### config.mk
export PLATFORM = sky130hd
export DESIGN_NAME = afq_stream_fifo
export DESIGN_NICKNAME = d
export VERILOG_FILES = /design/src/hw/afq_pkg.sv /design/src/hw/afq_store_if.sv /design/src/hw/afq_ram.sv /design/src/hw/afq_stream_fifo.sv
export SDC_FILE = /design/constraint.sdc
export NUM_CORES = 1
export LEC_CHECK = 0
export BUFFER_PORTS_ARGS = -buffer_cell sky130_fd_sc_hd__buf_2
export CAP_MARGIN = 25
export CORE_MARGIN = 3
export CORE_UTILIZATION = 60
export CTS_CLUSTER_DIAMETER = 50
export DETAILED_ROUTE_END_ITERATION = 8
export GPL_TIMING_DRIVEN = 0
export PLACE_DENSITY_LB_ADDON = 0.05
export SLEW_MARGIN = 40
export SYNTH_ARGS = -nofsm -noshare
export SYNTH_HDL_FRONTEND = slang
export SYNTH_SLANG_ARGS = --single-unit
### constraint.sdc
create_clock -name clock -period 4.4 [get_ports clock]
set_input_delay 0.88 -clock clock [delete_from_list [all_inputs] [get_ports clock]]
set_output_delay 0.88 -clock clock [all_outputs]
set_load 0.1 [all_outputs]
### src/hw/afq_pkg.sv
/*
 * afq_pkg: constants shared by the stream queue and its storage module.
 * assumes: included first in compile order; one 20 MHz clock.
 */
package afq_pkg;
    localparam int DATA_W = 8;
    localparam int USER_W = 4;
    localparam int INFO_W = DATA_W + USER_W + 1;
    localparam int DEPTH = 8;
    localparam int MAX_DEPTH = 131072;
    localparam int MAX_STREAM_W = 4096;
    localparam int ADDR_W = $clog2(DEPTH);
    localparam int CNT_W = ADDR_W + 1;
    localparam int SYNC_STAGES = 3;
    localparam logic [CNT_W-1:0] FULL_THRESH = 4'h6;
    localparam logic [CNT_W-1:0] EMPTY_THRESH = 4'h2;
    localparam logic [1:0] STRUCT_QUEUE = 2'h0;
    localparam logic [1:0] STRUCT_SLICE = 2'h1;
    localparam logic [1:0] STRUCT_WIRE = 2'h2;
    localparam logic [1:0] STRUCT_SEL = STRUCT_QUEUE;
    typedef enum logic [2:0] {
        ST_RESET = 3'h1,
        ST_EMPTY = 3'h2,
        ST_BUSY = 3'h4
    } afq_state_t;
endpackage : afq_pkg

### src/hw/afq_store_if.sv
/*
 * afq_store_if: write and read ports of the storage ram.
 * assumes: driven by the queue control and one clock.
 */
`timescale 1ns/100ps
`default_nettype none
interface afq_store_if;
    logic wr_en;
    logic [afq_pkg::ADDR_W-1:0] wr_addr;
    logic [afq_pkg::INFO_W-1:0] wr_data;
    logic [afq_pkg::ADDR_W-1:0] rd_addr;
    logic [afq_pkg::INFO_W-1:0] rd_data;
    modport ctrl (output wr_en, output wr_addr, output wr_data, output rd_addr, input rd_data);
    modport mem (input wr_en, input wr_addr, input wr_data, input rd_addr, output rd_data);
endinterface : afq_store_if
`default_nettype wire

### src/hw/afq_ram.sv
/*
 * afq_ram: simple dual port ram, registered read data.
 * assumes: read address valid one cycle before data is used.
 */
`timescale 1ns/100ps
`default_nettype none
module afq_ram #(
    parameter int WIDTH = afq_pkg::INFO_W,
    parameter int DEPTH = afq_pkg::DEPTH
) (
    input wire logic clock,
    afq_store_if.mem st
);
    logic [WIDTH-1:0] mem_r [DEPTH];
    logic [WIDTH-1:0] rd_r;

    // ram cells carry no reset so they map onto block or distributed ram
    always_ff @(posedge clock) begin
        if (st.wr_en) begin
            mem_r[st.wr_addr] <= st.wr_data;
        end
        rd_r <= mem_r[st.rd_addr];
    end
    assign st.rd_data = rd_r;
endmodule : afq_ram
`default_nettype wire

### src/hw/afq_stream_fifo.sv
/*
 * afq_stream_fifo: 8 word stream queue with preview output.
 * assumes: one clock, source and sink logic on the same clock.
 */
`timescale 1ns/100ps
`default_nettype none
module afq_stream_fifo (
    input wire logic clock,
    input wire logic rst_b,
    input wire logic s_valid,
    output logic s_ready,
    input wire logic [afq_pkg::DATA_W-1:0] s_data,
    input wire logic [afq_pkg::USER_W-1:0] s_user,
    input wire logic s_last,
    output logic m_valid,
    input wire logic m_ready,
    output logic [afq_pkg::DATA_W-1:0] m_data,
    output logic [afq_pkg::USER_W-1:0] m_user,
    output logic m_last,
    output logic threshold_nearly_full,
    output logic threshold_nearly_empty
);
    localparam int AW = afq_pkg::ADDR_W;
    localparam int CW = afq_pkg::CNT_W;
    localparam logic [CW-1:0] DEPTH_C = CW'(afq_pkg::DEPTH);

    // single clock: no pointer crossing is needed
    initial begin
        if (afq_pkg::DEPTH > afq_pkg::MAX_DEPTH || afq_pkg::DEPTH < 2)
            $error("queue depth out of range");
        if (afq_pkg::DATA_W < 1 || afq_pkg::DATA_W > afq_pkg::MAX_STREAM_W)
            $error("stream width out of range");
    end

    function automatic logic [AW-1:0] ptr_inc(input logic [AW-1:0] p);
        ptr_inc = (p == AW'(afq_pkg::DEPTH - 1)) ? '0 : AW'(p + 1'b1);
    endfunction : ptr_inc

    afq_store_if st ();
    afq_ram #(.WIDTH(afq_pkg::INFO_W), .DEPTH(afq_pkg::DEPTH)) i_afq_ram (
        .clock(clock),
        .st(st)
    );

    logic [afq_pkg::INFO_W-1:0] in_word;
    logic [afq_pkg::INFO_W-1:0] out_word;
    assign in_word = {s_last, s_user, s_data};

    afq_pkg::afq_state_t state_r, state_nxt;
    logic [AW-1:0] wp_r, wp_nxt, rp_r, rp_nxt;
    logic [CW-1:0] cnt_r, cnt_nxt;
    logic [afq_pkg::INFO_W-1:0] out_r, out_nxt;
    logic oval_r, oval_nxt;
    logic ordy_r, ordy_nxt;
    logic nf_r, nf_nxt, ne_r, ne_nxt;
    logic wr_fire, rd_fire, load_out;
    logic [CW-1:0] ram_cnt;
    logic wr_last_r, wr_last_nxt;
    logic [CW-1:0] ram_avail;

    // cnt_r counts words in ram and output stage together
    assign ram_cnt = cnt_r - CW'(oval_r);
    // a word written at the last edge is not yet in the registered read data
    assign ram_avail = ram_cnt - CW'(wr_last_r);

    always_comb begin
        state_nxt = state_r;
        wp_nxt = wp_r;
        rp_nxt = rp_r;
        cnt_nxt = cnt_r;
        out_nxt = out_r;
        oval_nxt = oval_r;
        wr_fire = 1'b0;
        rd_fire = 1'b0;
        load_out = 1'b0;
        unique case (afq_pkg::STRUCT_SEL)
            afq_pkg::STRUCT_SLICE: begin
                wr_fire = s_valid && s_ready;
                rd_fire = m_valid && m_ready;
                if (wr_fire) begin
                    out_nxt = in_word;
                    oval_nxt = 1'b1;
                end else if (rd_fire) begin
                    oval_nxt = 1'b0;
                end
                cnt_nxt = CW'(oval_nxt);
            end
            default: begin
                wr_fire = s_valid && s_ready;
                rd_fire = m_valid && m_ready;
                if (wr_fire) begin
                    wp_nxt = ptr_inc(wp_r);
                end
                // ram read data lags its address by one clock, so a word is
                // pulled into the output stage only once the read has seen it
                load_out = (ram_avail != '0) && (!oval_r || rd_fire);
                if (load_out) begin
                    rp_nxt = ptr_inc(rp_r);
                    out_nxt = st.rd_data;
                    oval_nxt = 1'b1;
                end else if (rd_fire) begin
                    oval_nxt = 1'b0;
                end
                cnt_nxt = cnt_r + CW'(wr_fire) - CW'(rd_fire);
            end
        endcase
        unique case (state_r)
            afq_pkg::ST_RESET: state_nxt = afq_pkg::ST_EMPTY;
            afq_pkg::ST_EMPTY: state_nxt = (cnt_nxt != '0) ? afq_pkg::ST_BUSY : afq_pkg::ST_EMPTY;
            afq_pkg::ST_BUSY: state_nxt = (cnt_nxt == '0) ? afq_pkg::ST_EMPTY : afq_pkg::ST_BUSY;
            default: state_nxt = afq_pkg::ST_RESET;
        endcase
    end

    // flag group: ready, thresholds and the marker of the last ram write
    always_comb begin
        wr_last_nxt = st.wr_en;
        // ready rises on leaving reset; later it drops only when no free entry is left
        if (state_r == afq_pkg::ST_RESET)
            ordy_nxt = 1'b1;
        else if (afq_pkg::STRUCT_SEL == afq_pkg::STRUCT_SLICE)
            ordy_nxt = !oval_nxt;
        else
            ordy_nxt = (cnt_nxt < DEPTH_C);
        nf_nxt = (cnt_nxt >= afq_pkg::FULL_THRESH);
        ne_nxt = (cnt_nxt <= afq_pkg::EMPTY_THRESH);
    end

    // ram read address looks ahead so the next word is waiting
    assign st.wr_en = wr_fire && (afq_pkg::STRUCT_SEL == afq_pkg::STRUCT_QUEUE);
    assign st.wr_addr = wp_r;
    assign st.wr_data = in_word;
    assign st.rd_addr = rp_nxt;

    always_ff @(posedge clock or negedge rst_b) begin
        if (!rst_b) begin
            state_r <= afq_pkg::ST_RESET;
            wp_r <= '0;
            rp_r <= '0;
            cnt_r <= '0;
            out_r <= '0;
            oval_r <= 1'b0;
        end else begin
            state_r <= state_nxt;
            wp_r <= wp_nxt;
            rp_r <= rp_nxt;
            cnt_r <= cnt_nxt;
            out_r <= out_nxt;
            oval_r <= oval_nxt;
        end
    end

    always_ff @(posedge clock or negedge rst_b) begin
        if (!rst_b) begin
            ordy_r <= 1'b0;
            nf_r <= 1'b0;
            ne_r <= 1'b1;
            wr_last_r <= 1'b0;
        end else begin
            ordy_r <= ordy_nxt;
            nf_r <= nf_nxt;
            ne_r <= ne_nxt;
            wr_last_r <= wr_last_nxt;
        end
    end

    // pass-through wire bypasses all storage
    always_comb begin
        if (afq_pkg::STRUCT_SEL == afq_pkg::STRUCT_WIRE) begin
            s_ready = m_ready && rst_b;
            m_valid = s_valid && rst_b;
            out_word = in_word;
        end else begin
            s_ready = ordy_r;
            m_valid = oval_r;
            out_word = out_r;
        end
    end
    assign {m_last, m_user, m_data} = out_word;
    assign threshold_nearly_full = nf_r;
    assign threshold_nearly_empty = ne_r;

    a_ready_full: assert property (@(posedge clock) disable iff (!rst_b)
        (afq_pkg::STRUCT_SEL == afq_pkg::STRUCT_QUEUE && state_r != afq_pkg::ST_RESET)
        |-> (s_ready == (cnt_r < DEPTH_C)))
        else $error("ready does not track free space");
    a_valid_data: assert property (@(posedge clock) disable iff (!rst_b)
        (cnt_r != '0) |-> ##[0:2] (m_valid || cnt_r == '0))
        else $error("valid not raised with stored word");
    a_valid_empty: assert property (@(posedge clock) disable iff (!rst_b)
        (cnt_r == '0) |-> !m_valid)
        else $error("valid high with empty queue");
    a_count_step: assert property (@(posedge clock) disable iff (!rst_b)
        ##1 (cnt_r == $past(cnt_r) + CW'($past(s_valid && s_ready))
             - CW'($past(m_valid && m_ready))))
        else $error("count not moved by handshakes");
    a_hold_stall: assert property (@(posedge clock) disable iff (!rst_b)
        (m_valid && !m_ready) |=> (m_valid && $stable(out_word)))
        else $error("output changed while stalled");
    a_count_bound: assert property (@(posedge clock) disable iff (!rst_b)
        cnt_r <= DEPTH_C)
        else $error("count above depth");
    a_near_full: assert property (@(posedge clock) disable iff (!rst_b)
        threshold_nearly_full == (cnt_r >= afq_pkg::FULL_THRESH))
        else $error("nearly full flag wrong");
    a_reset_ready: assert property (@(posedge clock)
        !rst_b |-> (!s_ready && !m_valid))
        else $error("handshake active in reset");
    a_first_word: assert property (@(posedge clock) disable iff (!rst_b)
        (cnt_r == '0 && s_valid && s_ready) |-> ##[1:3] m_valid)
        else $error("first word did not fall through");
    a_near_empty: assert property (@(posedge clock) disable iff (!rst_b)
        threshold_nearly_empty == (cnt_r <= afq_pkg::EMPTY_THRESH))
        else $error("nearly empty flag wrong");
    a_full_no_ready: assert property (@(posedge clock) disable iff (!rst_b)
        (cnt_r == DEPTH_C) |-> !s_ready)
        else $error("ready high with queue full");
    a_space_ready: assert property (@(posedge clock) disable iff (!rst_b)
        (state_r != afq_pkg::ST_RESET && cnt_r < DEPTH_C) |-> s_ready)
        else $error("ready low with space left");
    a_refused_hold: assert property (@(posedge clock) disable iff (!rst_b)
        (s_valid && !s_ready && !(m_valid && m_ready)) |=> (cnt_r == $past(cnt_r)))
        else $error("refused word was counted");
    a_write_count: assert property (@(posedge clock) disable iff (!rst_b)
        (s_valid && s_ready && !(m_valid && m_ready)) |=> (cnt_r == $past(cnt_r) + CW'(1)))
        else $error("write did not add one word");
    a_read_count: assert property (@(posedge clock) disable iff (!rst_b)
        (m_valid && m_ready && !(s_valid && s_ready)) |=> (cnt_r == $past(cnt_r) - CW'(1)))
        else $error("read did not remove one word");
    a_stall_count: assert property (@(posedge clock) disable iff (!rst_b)
        (m_valid && !m_ready && !s_valid) |=> (cnt_r == $past(cnt_r)))
        else $error("count moved with no handshake");
    a_state_onehot: assert property (@(posedge clock) disable iff (!rst_b)
        $onehot(state_r))
        else $error("state code not one-hot");
    a_state_busy: assert property (@(posedge clock) disable iff (!rst_b)
        (state_r == afq_pkg::ST_BUSY) == (cnt_r != '0))
        else $error("busy state disagrees with count");
    a_reset_count: assert property (@(posedge clock) disable iff (!rst_b)
        (state_r == afq_pkg::ST_RESET) |-> (cnt_r == '0 && wp_r == '0 && rp_r == '0))
        else $error("queue not emptied by reset");
    a_reset_leave: assert property (@(posedge clock) disable iff (!rst_b)
        (state_r == afq_pkg::ST_RESET) |=> (state_r == afq_pkg::ST_EMPTY && s_ready))
        else $error("ready not raised after reset");
    a_reset_out: assert property (@(posedge clock)
        !rst_b |-> (out_word == '0 && !threshold_nearly_full && threshold_nearly_empty))
        else $error("outputs not cleared in reset");
    a_fall_through: assert property (@(posedge clock) disable iff (!rst_b)
        (!m_valid && ram_cnt >= CW'(2)) |=> m_valid)
        else $error("stored word did not fall through");
    a_busy_valid: assert property (@(posedge clock) disable iff (!rst_b)
        (cnt_r != '0 && !m_valid) |-> ##[1:2] m_valid)
        else $error("valid late for stored word");
    a_back_to_back: assert property (@(posedge clock) disable iff (!rst_b)
        (m_valid && m_ready && ram_cnt >= CW'(2)) |=> m_valid)
        else $error("bubble with words waiting");
    a_load_bubble: assert property (@(posedge clock) disable iff (!rst_b)
        (m_valid && m_ready && ram_cnt == '0) |=> !m_valid)
        else $error("valid stayed high after last word");
    a_valid_fall: assert property (@(posedge clock) disable iff (!rst_b)
        (m_valid && m_ready && cnt_r == CW'(1)) |=> !m_valid)
        else $error("valid high after queue emptied");
    a_ready_rise: assert property (@(posedge clock) disable iff (!rst_b)
        (!s_ready && m_valid && m_ready && state_r != afq_pkg::ST_RESET) |=> s_ready)
        else $error("ready not raised after read");
    a_ready_fall: assert property (@(posedge clock) disable iff (!rst_b)
        (s_valid && s_ready && cnt_r == DEPTH_C - CW'(1) && !(m_valid && m_ready))
        |=> !s_ready)
        else $error("ready high after last entry filled");
    a_ready_flag: assert property (@(posedge clock) disable iff (!rst_b)
        (!s_ready && state_r != afq_pkg::ST_RESET) |-> threshold_nearly_full)
        else $error("full without nearly full flag");
    a_empty_flags: assert property (@(posedge clock) disable iff (!rst_b)
        (cnt_r == '0) |-> (threshold_nearly_empty && !threshold_nearly_full))
        else $error("flags wrong when empty");
    a_full_flags: assert property (@(posedge clock) disable iff (!rst_b)
        (cnt_r == DEPTH_C) |-> (threshold_nearly_full && !threshold_nearly_empty))
        else $error("flags wrong when full");
    a_wr_ram: assert property (@(posedge clock) disable iff (!rst_b)
        st.wr_en == (s_valid && s_ready))
        else $error("ram write not tied to handshake");
    a_rp_gap: assert property (@(posedge clock) disable iff (!rst_b)
        AW'(wp_r - rp_r) == AW'(ram_cnt))
        else $error("pointers disagree with count");

    c_fill: cover property (@(posedge clock) disable iff (!rst_b) cnt_r == DEPTH_C);
    c_both: cover property (@(posedge clock) disable iff (!rst_b)
        s_valid && s_ready && m_valid && m_ready);
    c_stall: cover property (@(posedge clock) disable iff (!rst_b) (m_valid && !m_ready) [*3]);
    c_refused: cover property (@(posedge clock) disable iff (!rst_b) s_valid && !s_ready);
    c_drain: cover property (@(posedge clock) disable iff (!rst_b)
        cnt_r == 4'h1 ##1 cnt_r == '0);
endmodule : afq_stream_fifo
`default_nettype wire

# Word level (Yosys, flattened, before mapping)
# Memories as Yosys holds them, arrays and structs flattened. A register that Yosys moved wholly into a read port is not among the register bits.
# Cells that the tools add are included.
# totals
mem_bits_rw,104
ff_bits,31
out_inout_bits,17
memories,1
# classes
add_sub_neg,6
n_lt_le_gt_ge,3
reduce_logical,9
n_eq_ne,5
mux,11
# memory_table
memory,words,width,read_ports,rd_clocked_by_memory_dff,wr,line,source
i_afq_ram.mem_r,8,13,1,1,1,afq_ram.sv:14,logic [WIDTH-1:0] mem_r [DEPTH];
# op_table
operator,count
3-bit 2-to-1 mux,5
4-bit by 1-bit subtractor with 4-bit output,3
"3-bit equality test, second input constant",3
3-bit one-hot mux with 3 select lines,1
4-bit nonzero test,2
"3-bit by 1-bit adder with 3-bit output, second input constant",2
1-bit 2-to-1 mux,5
4-bit by 1-bit adder with 4-bit output,1
"4-bit by 3-bit greater-or-equal comparator with 1-bit output, second input constant",1
"4-bit by 2-bit less-or-equal comparator with 1-bit output, second input constant",1
4-bit logical NOT,1
"4-bit < comparator, second input constant",1
"3-bit by 1-bit equality test with 1-bit output, second input constant",1
"3-bit by 2-bit equality test with 1-bit output, second input constant",1
1-bit logical AND,3
2-bit nonzero test,1
1-bit logical NOT,1
1-bit logical OR,1

# Depth between registers and ports, before layout
# Gate-level depths: netlist of run 1.
# depth
ltp_word,6
depth_mapped,14
mapped_depth_nobuf,12

# Hierarchy
# From an unflattened synthesis of run 1, not the netlist that was laid out.
# hier_totals
hier_cells,284
area_unflattened_um2,5766.8
# modules_own_cells
mod,n_inst,area_each_um2,cells_each
afq_ram,1,4315.4,176
afq_stream_fifo,1,1451.4,108

# Least setup slack after synthesis of run 1
# OpenSTA, ideal clock, no wires.
# synth_timing
kind,reg-to-reg
from,"register oval_r, in the netlist m_valid"
to,"register i_afq_ram.rd_r[0], in the netlist i_afq_ram.st.rd_data[0], read port of i_afq_ram.mem_r"
stages_incl_launch_ff,13
slack_ns,0.457
n_path_buf,1
period_less_slack_ns,3.943
required_time_ns,4.285
arrival_time_ns,3.827
path_cell_list,dfrtp_1 -> inv_1 -> fa_1 -> ha_1 -> nor2_1 -> ha_1 -> xor2_1 -> o31ai_4 -> mux2i_4 -> buf_2 -> mux2i_1 -> nand2_1 -> a31o_1
# synth_between
elab_chain_cells,5
# synth_rtl
item,line,source
from (decl),afq_stream_fifo.sv:53,"logic oval_r, oval_nxt;"
from (signal assigned),afq_stream_fifo.sv:149,oval_r <= oval_nxt;
4-bit by 1-bit subtractor with 4-bit output,afq_stream_fifo.sv:62,assign ram_cnt = cnt_r - CW'(oval_r);
4-bit by 1-bit subtractor with 4-bit output,afq_stream_fifo.sv:64,assign ram_avail = ram_cnt - CW'(wr_last_r);
4-bit nonzero test,afq_stream_fifo.sv:96,load_out = (ram_avail != '0) && (!oval_r || rd_fire);
1-bit logical AND (*),afq_stream_fifo.sv:96,
3-bit 2-to-1 mux (*),afq_stream_fifo.sv:97,if (load_out) begin
to (decl),afq_ram.sv:15,logic [WIDTH-1:0] rd_r;
# Every way passes the cells marked *; elsewhere a longest branch is shown, timed or not.
# A chain may end at the register's enable or synchronous reset.

# Final worst setup path of run 1
# layout_timing
from,"register oval_r, in the netlist m_valid"
to,"register i_afq_ram.rd_r[4], in the netlist i_afq_ram.st.rd_data[4], read port of i_afq_ram.mem_r"
# The elaborated chain is that of the path after synthesis.

==> run metrics, run 1 <==
cts hold-fix bufs 0; CP max stage delay 580 ps; CTS tree built; ant diodes 0; fin nets 477; Mapped Area 5840 µm²; synth-to-layout area growth 16.6%; clock transition at the registers of the reported paths 60 ps; Worst Path Buf+Inv 4; CP Launch Type flip-flop; TNS Setup 0 ps; buffer levels on the longest clock path 2; Reg2Reg Setup Slack 450 ps; Slew headroom 0.425; Max FO, Critical Path 10; gr usage total 0.224; CP top delay family compound AO/OA/AOI/OAI gates; CP required 4790 ps; critical-path cell list inv_1 > fa_1 > inv_1 > ha_1 > nor4_2 > xor2_1 > o31ai_4 > mux2i_2 > buf_2 > buf_2 > nand2_1 > a31o_1; FMAX 0.253 GHz; initial antenna violation count 0; number of global-route vias before repair 3417; routed wire length per instance 19.4 µm; Slew Viols, Final 0; initial DRC count 225; Critical Path AT 4340 ps; placed cell areas 6220 µm²; kind of end point of the critical path flip-flop; I/O Pins 34; storage element area 4160 µm²; layout cells sized above 1 0.224; most frequent cells in the layout edfxtp_1 (104), buf_2 (41), a21oi_1 (30); Crit Path Class flip-flop to flip-flop; GPL Wtd Cong 0.780; H-tree depth 4; initial core utilization 0.623; GR Overflow Total 0; Gate Count Post-Synth 391; Seq/Total Area, Yosys 0.712; RR Startpoint m_valid; Final Setup Violations 0; final wirelength 11.4 mm; Max-Cap Viols 0; Worst Setup SP m_valid; fillers 618; Distinct cells, synth 33; area of the core 9370 µm²; dpl ws 296 ps; outcome completed; final instance area 6810 µm²; clk_skew 9.02 ps; worst reg2reg endpoint i_afq_ram.st.rd_data[4]; global-route wire length before repair 18.1 mm; remaining antenna violation count 0; Seq cells post-synth 148; setup ws final 449 ps; port bufs 33; largest net degree at the start of global routing 32; die width 105 µm; clk_lat worst skew 520 ps; CTS Sinks 148; worst hold path class primary input to asynchronous set/reset pin; root cell of the clock tree clkbuf_8; hpwl dp 7.13 mm; multi-input logic area 1540 µm²; drt drc 0; Die H 105 µm; FF-to-FF path depth 12; DIE AREA 11000 µm²; DRT Pass-1 Iters 5; period utilization 0.898; RSZ-0062 raised after global routing false; CTS Buf Count 17; nets in the synthesized netlist 421; Avg Vias per Cell 5.72; CP max-delay cell o31ai_4; worst slew pin tran 862 ps; Synth warnings 0; row count 35; Final Hold Viols 0; commonest non-fill, non-tap cell in the layout edfxtp_1; minimum clock period 3950 ps; mean post-synth cell area 14.9 µm²; routed vias 3367
## logic make-up after synthesis
logic type / Yosys count / synth area share
DFF: 148 / 0.712
AOI/OAI and AO/OA: 78 / 0.0878
and+or+nand+nor: 58 / 0.0493
buffers and inverters: 45 / 0.0321
muxes: 42 / 0.0777
adders and majority gates: 13 / 0.0304
xor gates and xnor gates: 7 / 0.0105
## sequential cells by signal (all words and copies together) (netlist names)
register / flops
i_afq_ram.st.rd_data: 13
i_afq_ram.mem_r: 104
m_valid: 1
threshold_nearly_empty: 1
wr_last_r: 1
rp_r: 3
threshold_nearly_full: 1
cnt_r: 4
st.wr_addr: 3
state_r: 3
out_r: 13
s_ready: 1
## what timing repair did
item | CTS | global route
buffers inserted | 0 | 0
gates resized for setup | 0 | 1
endpoints found under the setup margin | 0 | 4
## worst max path at each step
stage	to	slack (ps)	cells after the start
3_5_place_dp	i_afq_ram.st.rd_data[7]	300	12
4_1_cts	i_afq_ram.st.rd_data[11]	280	12
6_report	i_afq_ram.st.rd_data[4]	450	12
2_1_floorplan	i_afq_ram.st.rd_data[0]	460	12
5_1_grt	i_afq_ram.st.rd_data[11]	150	12
3_3_place_gp	i_afq_ram.st.rd_data[11]	340	12
## synth_stat cells
| master | instances | area share |
|---|---|---|
| mux2i_1 | 26 | 0.045 |
| fa_1 | 2 | 0.0069 |
| nand2_1 | 21 | 0.013 |
| dfxtp_1 | 13 | 0.045 |
| inv_1 | 29 | 0.019 |
| buf_2 | 6 | 0.0051 |
| dfstp_2 | 2 | 0.0090 |
| xnor2_1 | 3 | 0.0045 |
| mux2_2 | 14 | 0.027 |
| o21ai_1 | 6 | 0.0051 |
| mux2i_4 | 1 | 0.0039 |
| ha_1 | 11 | 0.024 |
| or2_2 | 1 | 0.0011 |
| o21ai_0 | 12 | 0.010 |
| xor2_1 | 4 | 0.0060 |
| a21oi_1 | 31 | 0.027 |
| a21o_1 | 1 | 0.0013 |
| and2_1 | 1 | 0.0011 |
| nor2_1 | 8 | 0.0051 |
| a31o_1 | 13 | 0.019 |
| edfxtp_1 | 104 | 0.53 |
| o31ai_4 | 1 | 0.0036 |
| dfrtp_1 | 29 | 0.12 |
| a221oi_1 | 13 | 0.019 |
| o41a_1 | 1 | 0.0019 |
| nor4_2 | 1 | 0.0021 |
| nand3_1 | 1 | 0.00086 |
| nand2b_1 | 19 | 0.020 |
| buf_6 | 1 | 0.0019 |
| buf_4 | 1 | 0.0013 |
| mux2i_2 | 1 | 0.0024 |
| nor3_1 | 6 | 0.0051 |
| clkbuf_1 | 8 | 0.0051 |
## final cells by class
cell class,instances,share of cell area
Multi-Input combinational cell,198,0.226
Buffer,16,0.0116
Inverter,29,0.0160
Tap cell,129,0.0237
Clock buffer,25,0.0734
Clock inverter,7,0.0103
Timing Repair Buffer,37,0.0279
Sequential cell,148,0.611
## layer usage
| layer | wire (µm) | GRT usage |
|---|---|---|
| met5 | 0 | 0 |
| met4 | 316 | 0.117 |
| met3 | 817 | 0.0531 |
| met2 | 5360 | 0.348 |
| met1 | 4950 | 0.296 |
## metrics by stage
step,utilization,instances,hold slack (ps)
floorplan,-,391,440
global placement,0.658,553,445
detailed placement,0.664,557,452
CTS,0.725,589,415
global route,0.727,589,443
finish,0.727,589,397
Power of run 1 is left out: the tool's default activity adds up to more than one toggle a clock period on the data nets, which glitch-free logic cannot reach.
==> inputs of run 2 (changes only) <==
==> constraint.sdc (replaced) <==
create_clock -name clock -period 4.4 [get_ports clock]
set_input_delay 0.44 -clock clock [delete_from_list [all_inputs] [get_ports clock]]
set_output_delay 0.44 -clock clock [all_outputs]
set_load 0.1 [all_outputs]
==> run 2 against run 1 <==
Compared with the run above:
- final area increased by 0.15%
- first-iteration DRC count is 3.1% higher
- sequential share of layout area is 0.089 points lower
- critical path depth down 1
- clock skew fell by 3.5 ps
- via count shrank 0.27%
- global-route usage is essentially flat
- die area unchanged
- wire length increased by 0.18%
- critical path type unchanged
- largest cell class unchanged
==> run metrics, run 2 (synthesis gave the netlist of run 1 again) <==
CP required 4810 ps (was 4790 ps); commonest non-fill, non-tap cell in the layout edfxtp_1 (unchanged); DRT Pass-1 Iters 5 (unchanged); CTS tree built (unchanged); Slew headroom 0.426 (was 0.425); layout cells sized above 1 0.223 (was 0.224); area of the core 9370 µm² (unchanged); Final Setup Violations 0 (unchanged); routed vias 3358 (was 3367); clk_lat worst skew 520 ps (about the same); CP Launch Type flip-flop (unchanged); ant diodes 0 (unchanged); CTS Buf Count 17 (unchanged); Max FO, Critical Path 10 (unchanged); Reg with most FFs i_afq_ram.mem_r (unchanged); synth-to-layout area growth 16.8% (was 16.6%); clk_skew 5.52 ps (was 9.02 ps); TNS Setup 0 ps (unchanged); die width 105 µm (unchanged); critical-path cell list inv_1 > fa_1 > inv_1 > ha_1 > nor4_2 > xor2_1 > o31ai_4 > mux2i_2 > clkbuf_1 > a221oi_1 > a31o_1 (was inv_1 > fa_1 > inv_1 > ha_1 > nor4_2 > xor2_1 > o31ai_4 > mux2i_2 > buf_2 > buf_2 > nand2_1 > a31o_1); global-route wire length before repair 18.2 mm (was 18.1 mm); initial DRC count 232 (was 225); Final Hold Viols 0 (unchanged); Final Core Density 0.728 (was 0.727); gr usage total 0.224 (about the same); routed wire length per instance 19.4 µm (about the same); fin nets 478 (was 477); H-tree depth 4 (unchanged); kind of end point of the critical path flip-flop (unchanged); RSZ-0062 raised after global routing false (unchanged); final hold slack 179 ps (was 397 ps); period utilization 0.897 (was 0.898); outcome completed (unchanged); initial antenna violation count 0 (unchanged); I/O Pins 34 (unchanged); drt drc 0 (unchanged); CP max stage delay 580 ps (about the same); GPL Wtd Cong 0.780 (unchanged); remaining antenna violation count 0 (unchanged); Max-Cap Viols 0 (unchanged); FMAX 0.253 GHz (about the same); Critical Path AT 4350 ps (was 4340 ps); Avg Vias per Cell 5.69 (was 5.72); worst hold path class primary input to flip-flop (was primary input to asynchronous set/reset pin); hpwl dp 7.13 mm (unchanged); Crit Path Class flip-flop to flip-flop (unchanged); final wirelength 11.5 mm (was 11.4 mm); initial core utilization 0.623 (unchanged); root cell of the clock tree clkbuf_8 (unchanged); minimum clock period 3950 ps (about the same); DIE AREA 11000 µm² (unchanged); Crit path top cell by count inv_1; max reg flops 104 (unchanged); number of global-route vias before repair 3429 (was 3417); buffer levels on the longest clock path 2 (unchanged); port bufs 33 (unchanged); GR Overflow Total 0 (unchanged); most frequent cells in the layout edfxtp_1 (104), buf_2 (41), a21oi_1 (30) (unchanged); CP max-delay cell o31ai_4 (unchanged); clock transition at the registers of the reported paths 60 ps (about the same); Slew Viols, Final 0 (unchanged); worst slew pin tran 861 ps (was 862 ps); row count 35 (unchanged); largest net degree at the start of global routing 32 (unchanged); CTS Sinks 148 (unchanged); Die H 105 µm (unchanged); fillers 617 (was 618)
## run 2: metal layers
metal,vias to the layer above,GRT usage,routed length [µm]
met3,34,0.0531,764
met1,1631,0.296,4900
met5,-,0,0
met2,142,0.349,5460
li1,1551,-,-
met4,0,0.117,344
## run 2: final timing paths
kind / from / end / slack, ps / cells after the start
worst max-delay path: m_valid / i_afq_ram.st.rd_data[11] / 450 / 11
worst min-delay path: s_user[0] / i_afq_ram.mem_r[0][8] / 180 / 1
worst max register to register: m_valid / i_afq_ram.st.rd_data[11] / 450 / 11
worst min register to register: i_afq_ram.st.rd_data[5] / out_r[5] / 460 / 1
max in group asynchronous: rst_b / rp_r[0] / 3460 / 2
min in group asynchronous: rst_b / s_ready / 500 / 2
## run 2: layout make-up
type                       count  area [µm²]  share of cell area
clock inverter                 7        70.1              0.0103
buffer                        16        78.8              0.0116
timing repair buffer          38         200              0.0293
inverter                      29         109              0.0160
sequential                   148        4160               0.610
tap                          129         161              0.0237
clock buffer                  25         500              0.0733
multi-input combinational    198        1540               0.226
## run 2: metrics by stage
stage	instances	worst slack, ps	area [µm²]
after floorplan	391	457	5840
after global placement	553	340	6170
after detailed placement	557	296	6220
after CTS	590	279	6810
after global routing	590	147	6820
final	590	453	6820
## run 2: worst max-delay path, delay by kind of cell, from the launching register on
| kind | cells | cell delay, ps |
|---|---|---|
| AO/OA/AOI/OAI | 3 | 1010 |
| XOR/XNOR | 1 | 170 |
| adder cells (fa/ha/maj) | 2 | 760 |
| buffers and inverters | 3 | 690 |
| flip-flops | 1 | 370 |
| multiplexers | 1 | 520 |
| AND/OR/NAND/NOR | 1 | 300 |
## run 2: repair_timing
item	in CTS	in global routing
resized for setup	0	1
hold buffers	1	0
setup endpoints to repair	0	4
endpoints found under the hold margin	29	0
buffers inserted	0	0
Power of run 2 is left out for the same reason.
==> inputs of run 3 (changes only) <==
--- a/config.mk
+++ b/config.mk
@@ -14,2 +14,3 @@
 export GPL_TIMING_DRIVEN = 0
+export MAX_ROUTING_LAYER = met4
 export PLACE_DENSITY_LB_ADDON = 0.05
--- a/constraint.sdc
+++ b/constraint.sdc
@@ -3,2 +3,2 @@
 set_output_delay 0.44 -clock clock [all_outputs]
-set_load 0.1 [all_outputs]
+set_load 0.02 [all_outputs]
==> run 3 against run 2 <==
Compared with the run above:
- utilization unchanged
- setup slack improved by 16 ps
- die area unchanged
- critical path depth unchanged
- cell count unchanged
- first-iteration DRC count increased by 9.1%
- global-route usage increased by 0.79 points
- hold slack got worse by 2.3 ps
- non-clock buffer count unchanged
- final area unchanged
- largest cell class unchanged
- highest routed layer unchanged
==> run metrics, run 3 (synthesis gave the netlist of run 1 again) <==
outcome completed (unchanged); row count 35 (unchanged); period utilization 0.893 (was 0.897); kind of end point of the critical path flip-flop (unchanged); fillers 617 (unchanged); GRT Max-Usage Layer met2 (unchanged); hpwl dp 7.13 mm (unchanged); most frequent cells in the layout edfxtp_1 (104), buf_2 (41), a21oi_1 (30) (unchanged); minimum clock period 3930 ps (was 3950 ps); Slew Viols, Final 0 (unchanged); root cell of the clock tree clkbuf_8 (unchanged); GPL Wtd Cong 0.791 (was 0.780); worst slew pin tran 849 ps (was 861 ps); Final Hold Viols 0 (unchanged); layout cells sized above 1 0.223 (unchanged); Final Setup Violations 0 (unchanged); Crit Path Class flip-flop to flip-flop (unchanged); GR Overflow Total 0 (unchanged); die width 105 µm (unchanged); area of the core 9370 µm² (unchanged); CTS Sinks 148 (unchanged); DRT Pass-1 Iters 5 (unchanged); Max FO, Critical Path 10 (unchanged); CTS Buf Count 17 (unchanged); RSZ-0062 raised after global routing false (unchanged); met1 Usage GRT 0.296 (about the same); Critical Path AT 4330 ps (was 4350 ps); worst hold path class primary input to flip-flop (unchanged); DIE AREA 11000 µm² (unchanged); clk_lat worst skew 520 ps (about the same); number of global-route vias before repair 3422 (was 3429); Reg2Reg Setup Slack 470 ps (was 450 ps); drt drc 0 (unchanged); global-route wire length before repair 18.2 mm (about the same); Slew headroom 0.434 (was 0.426); commonest non-fill, non-tap cell in the layout edfxtp_1 (unchanged); fin nets 478 (unchanged); CP Launch Type flip-flop (unchanged); CTS tree built (unchanged); max reg flops 104 (unchanged); Final Core Density 0.728 (unchanged); ant diodes 0 (unchanged); Avg Vias per Cell 5.72 (was 5.69); H-tree depth 4 (unchanged); Reg with most FFs i_afq_ram.mem_r (unchanged); largest net degree at the start of global routing 32 (unchanged); port bufs 33 (unchanged); synth-to-layout area growth 16.8% (unchanged); gr usage total 0.232 (was 0.224); clock transition at the registers of the reported paths 60 ps (about the same); final wirelength 11.5 mm (about the same); FMAX 0.254 GHz (was 0.253 GHz); initial DRC count 253 (was 232); buffer levels on the longest clock path 2 (unchanged); CP required 4800 ps (was 4810 ps); Die H 105 µm (unchanged); TNS Setup 0 ps (unchanged); placed insts 557 (unchanged); initial antenna violation count 0 (unchanged); routed vias 3372 (was 3358); clk_skew 9.20 ps (was 5.52 ps); Finished Layout Cells 590 (unchanged); initial core utilization 0.623 (unchanged); grt met3 use 0.0698 (was 0.0531); met2 Use GR 0.349 (unchanged); remaining antenna violation count 0 (unchanged); routed wire length per instance 19.4 µm (about the same); Max-Cap Viols 0 (unchanged); I/O Pins 34 (unchanged)
-- run 3: per-stage QoR --
stage               worst slack (ps)  instance area [µm²]  hold slack, ps
detailed placement               296                 6220             452
floorplan                       1020                 5840             144
CTS                              279                 6810             163
finish                           470                 6820             176
global route                     147                 6820             182
global placement                 340                 6170             445
-- run 3: timing repair --
item                       4_1_cts  5_1_grt
gates resized for setup          0        1
setup buffers                    0        0
hold endpoints to repair        29        0
hold buffers                     1        0
setup endpoints to repair        0        4
-- run 3: per-layer routing --
metal / part of all wire / vias to the layer above
li1: - / 1550
met1: 0.43 / 1629
met2: 0.47 / 164
met3: 0.076 / 29
met4: 0.027 / 0
met5: 0 / -
-- run 3: path summary, 6_finish.rpt --
path / depth (start not counted) / start / endpoint
max in group asynchronous: 2 / rst_b / rp_r[0]
min: 1 / s_user[0] / i_afq_ram.mem_r[0][8]
max reg2reg: 11 / m_valid / i_afq_ram.st.rd_data[11]
min reg2reg: 1 / i_afq_ram.st.rd_data[0] / out_r[0]
min in group asynchronous: 2 / rst_b / s_ready
max: 11 / m_valid / i_afq_ram.st.rd_data[11]
-- run 3: worst max-delay path, stage by stage (launching register included) --
cell      delay [ps]
dfrtp_1          370
inv_1             70
fa_1             570
inv_1             50
ha_1             190
nor4_2           300
xor2_1           170
o31ai_4          580
mux2i_2          500
clkbuf_1         570
a221oi_1         180
a31o_1           250
-- run 3: cell type report --
class / count / area [µm²] / share of cell area
Multi-Input combinational cell: 198 / 1540 / 0.226
Tap cell: 129 / 161 / 0.0237
Clock buffer: 25 / 500 / 0.0733
Clock inverter: 7 / 70.1 / 0.0103
Buffer: 16 / 78.8 / 0.0116
Inverter: 29 / 109 / 0.0160
Timing Repair Buffer: 38 / 200 / 0.0293
Sequential cell: 148 / 4160 / 0.610
Power of run 3 is left out for the same reason.
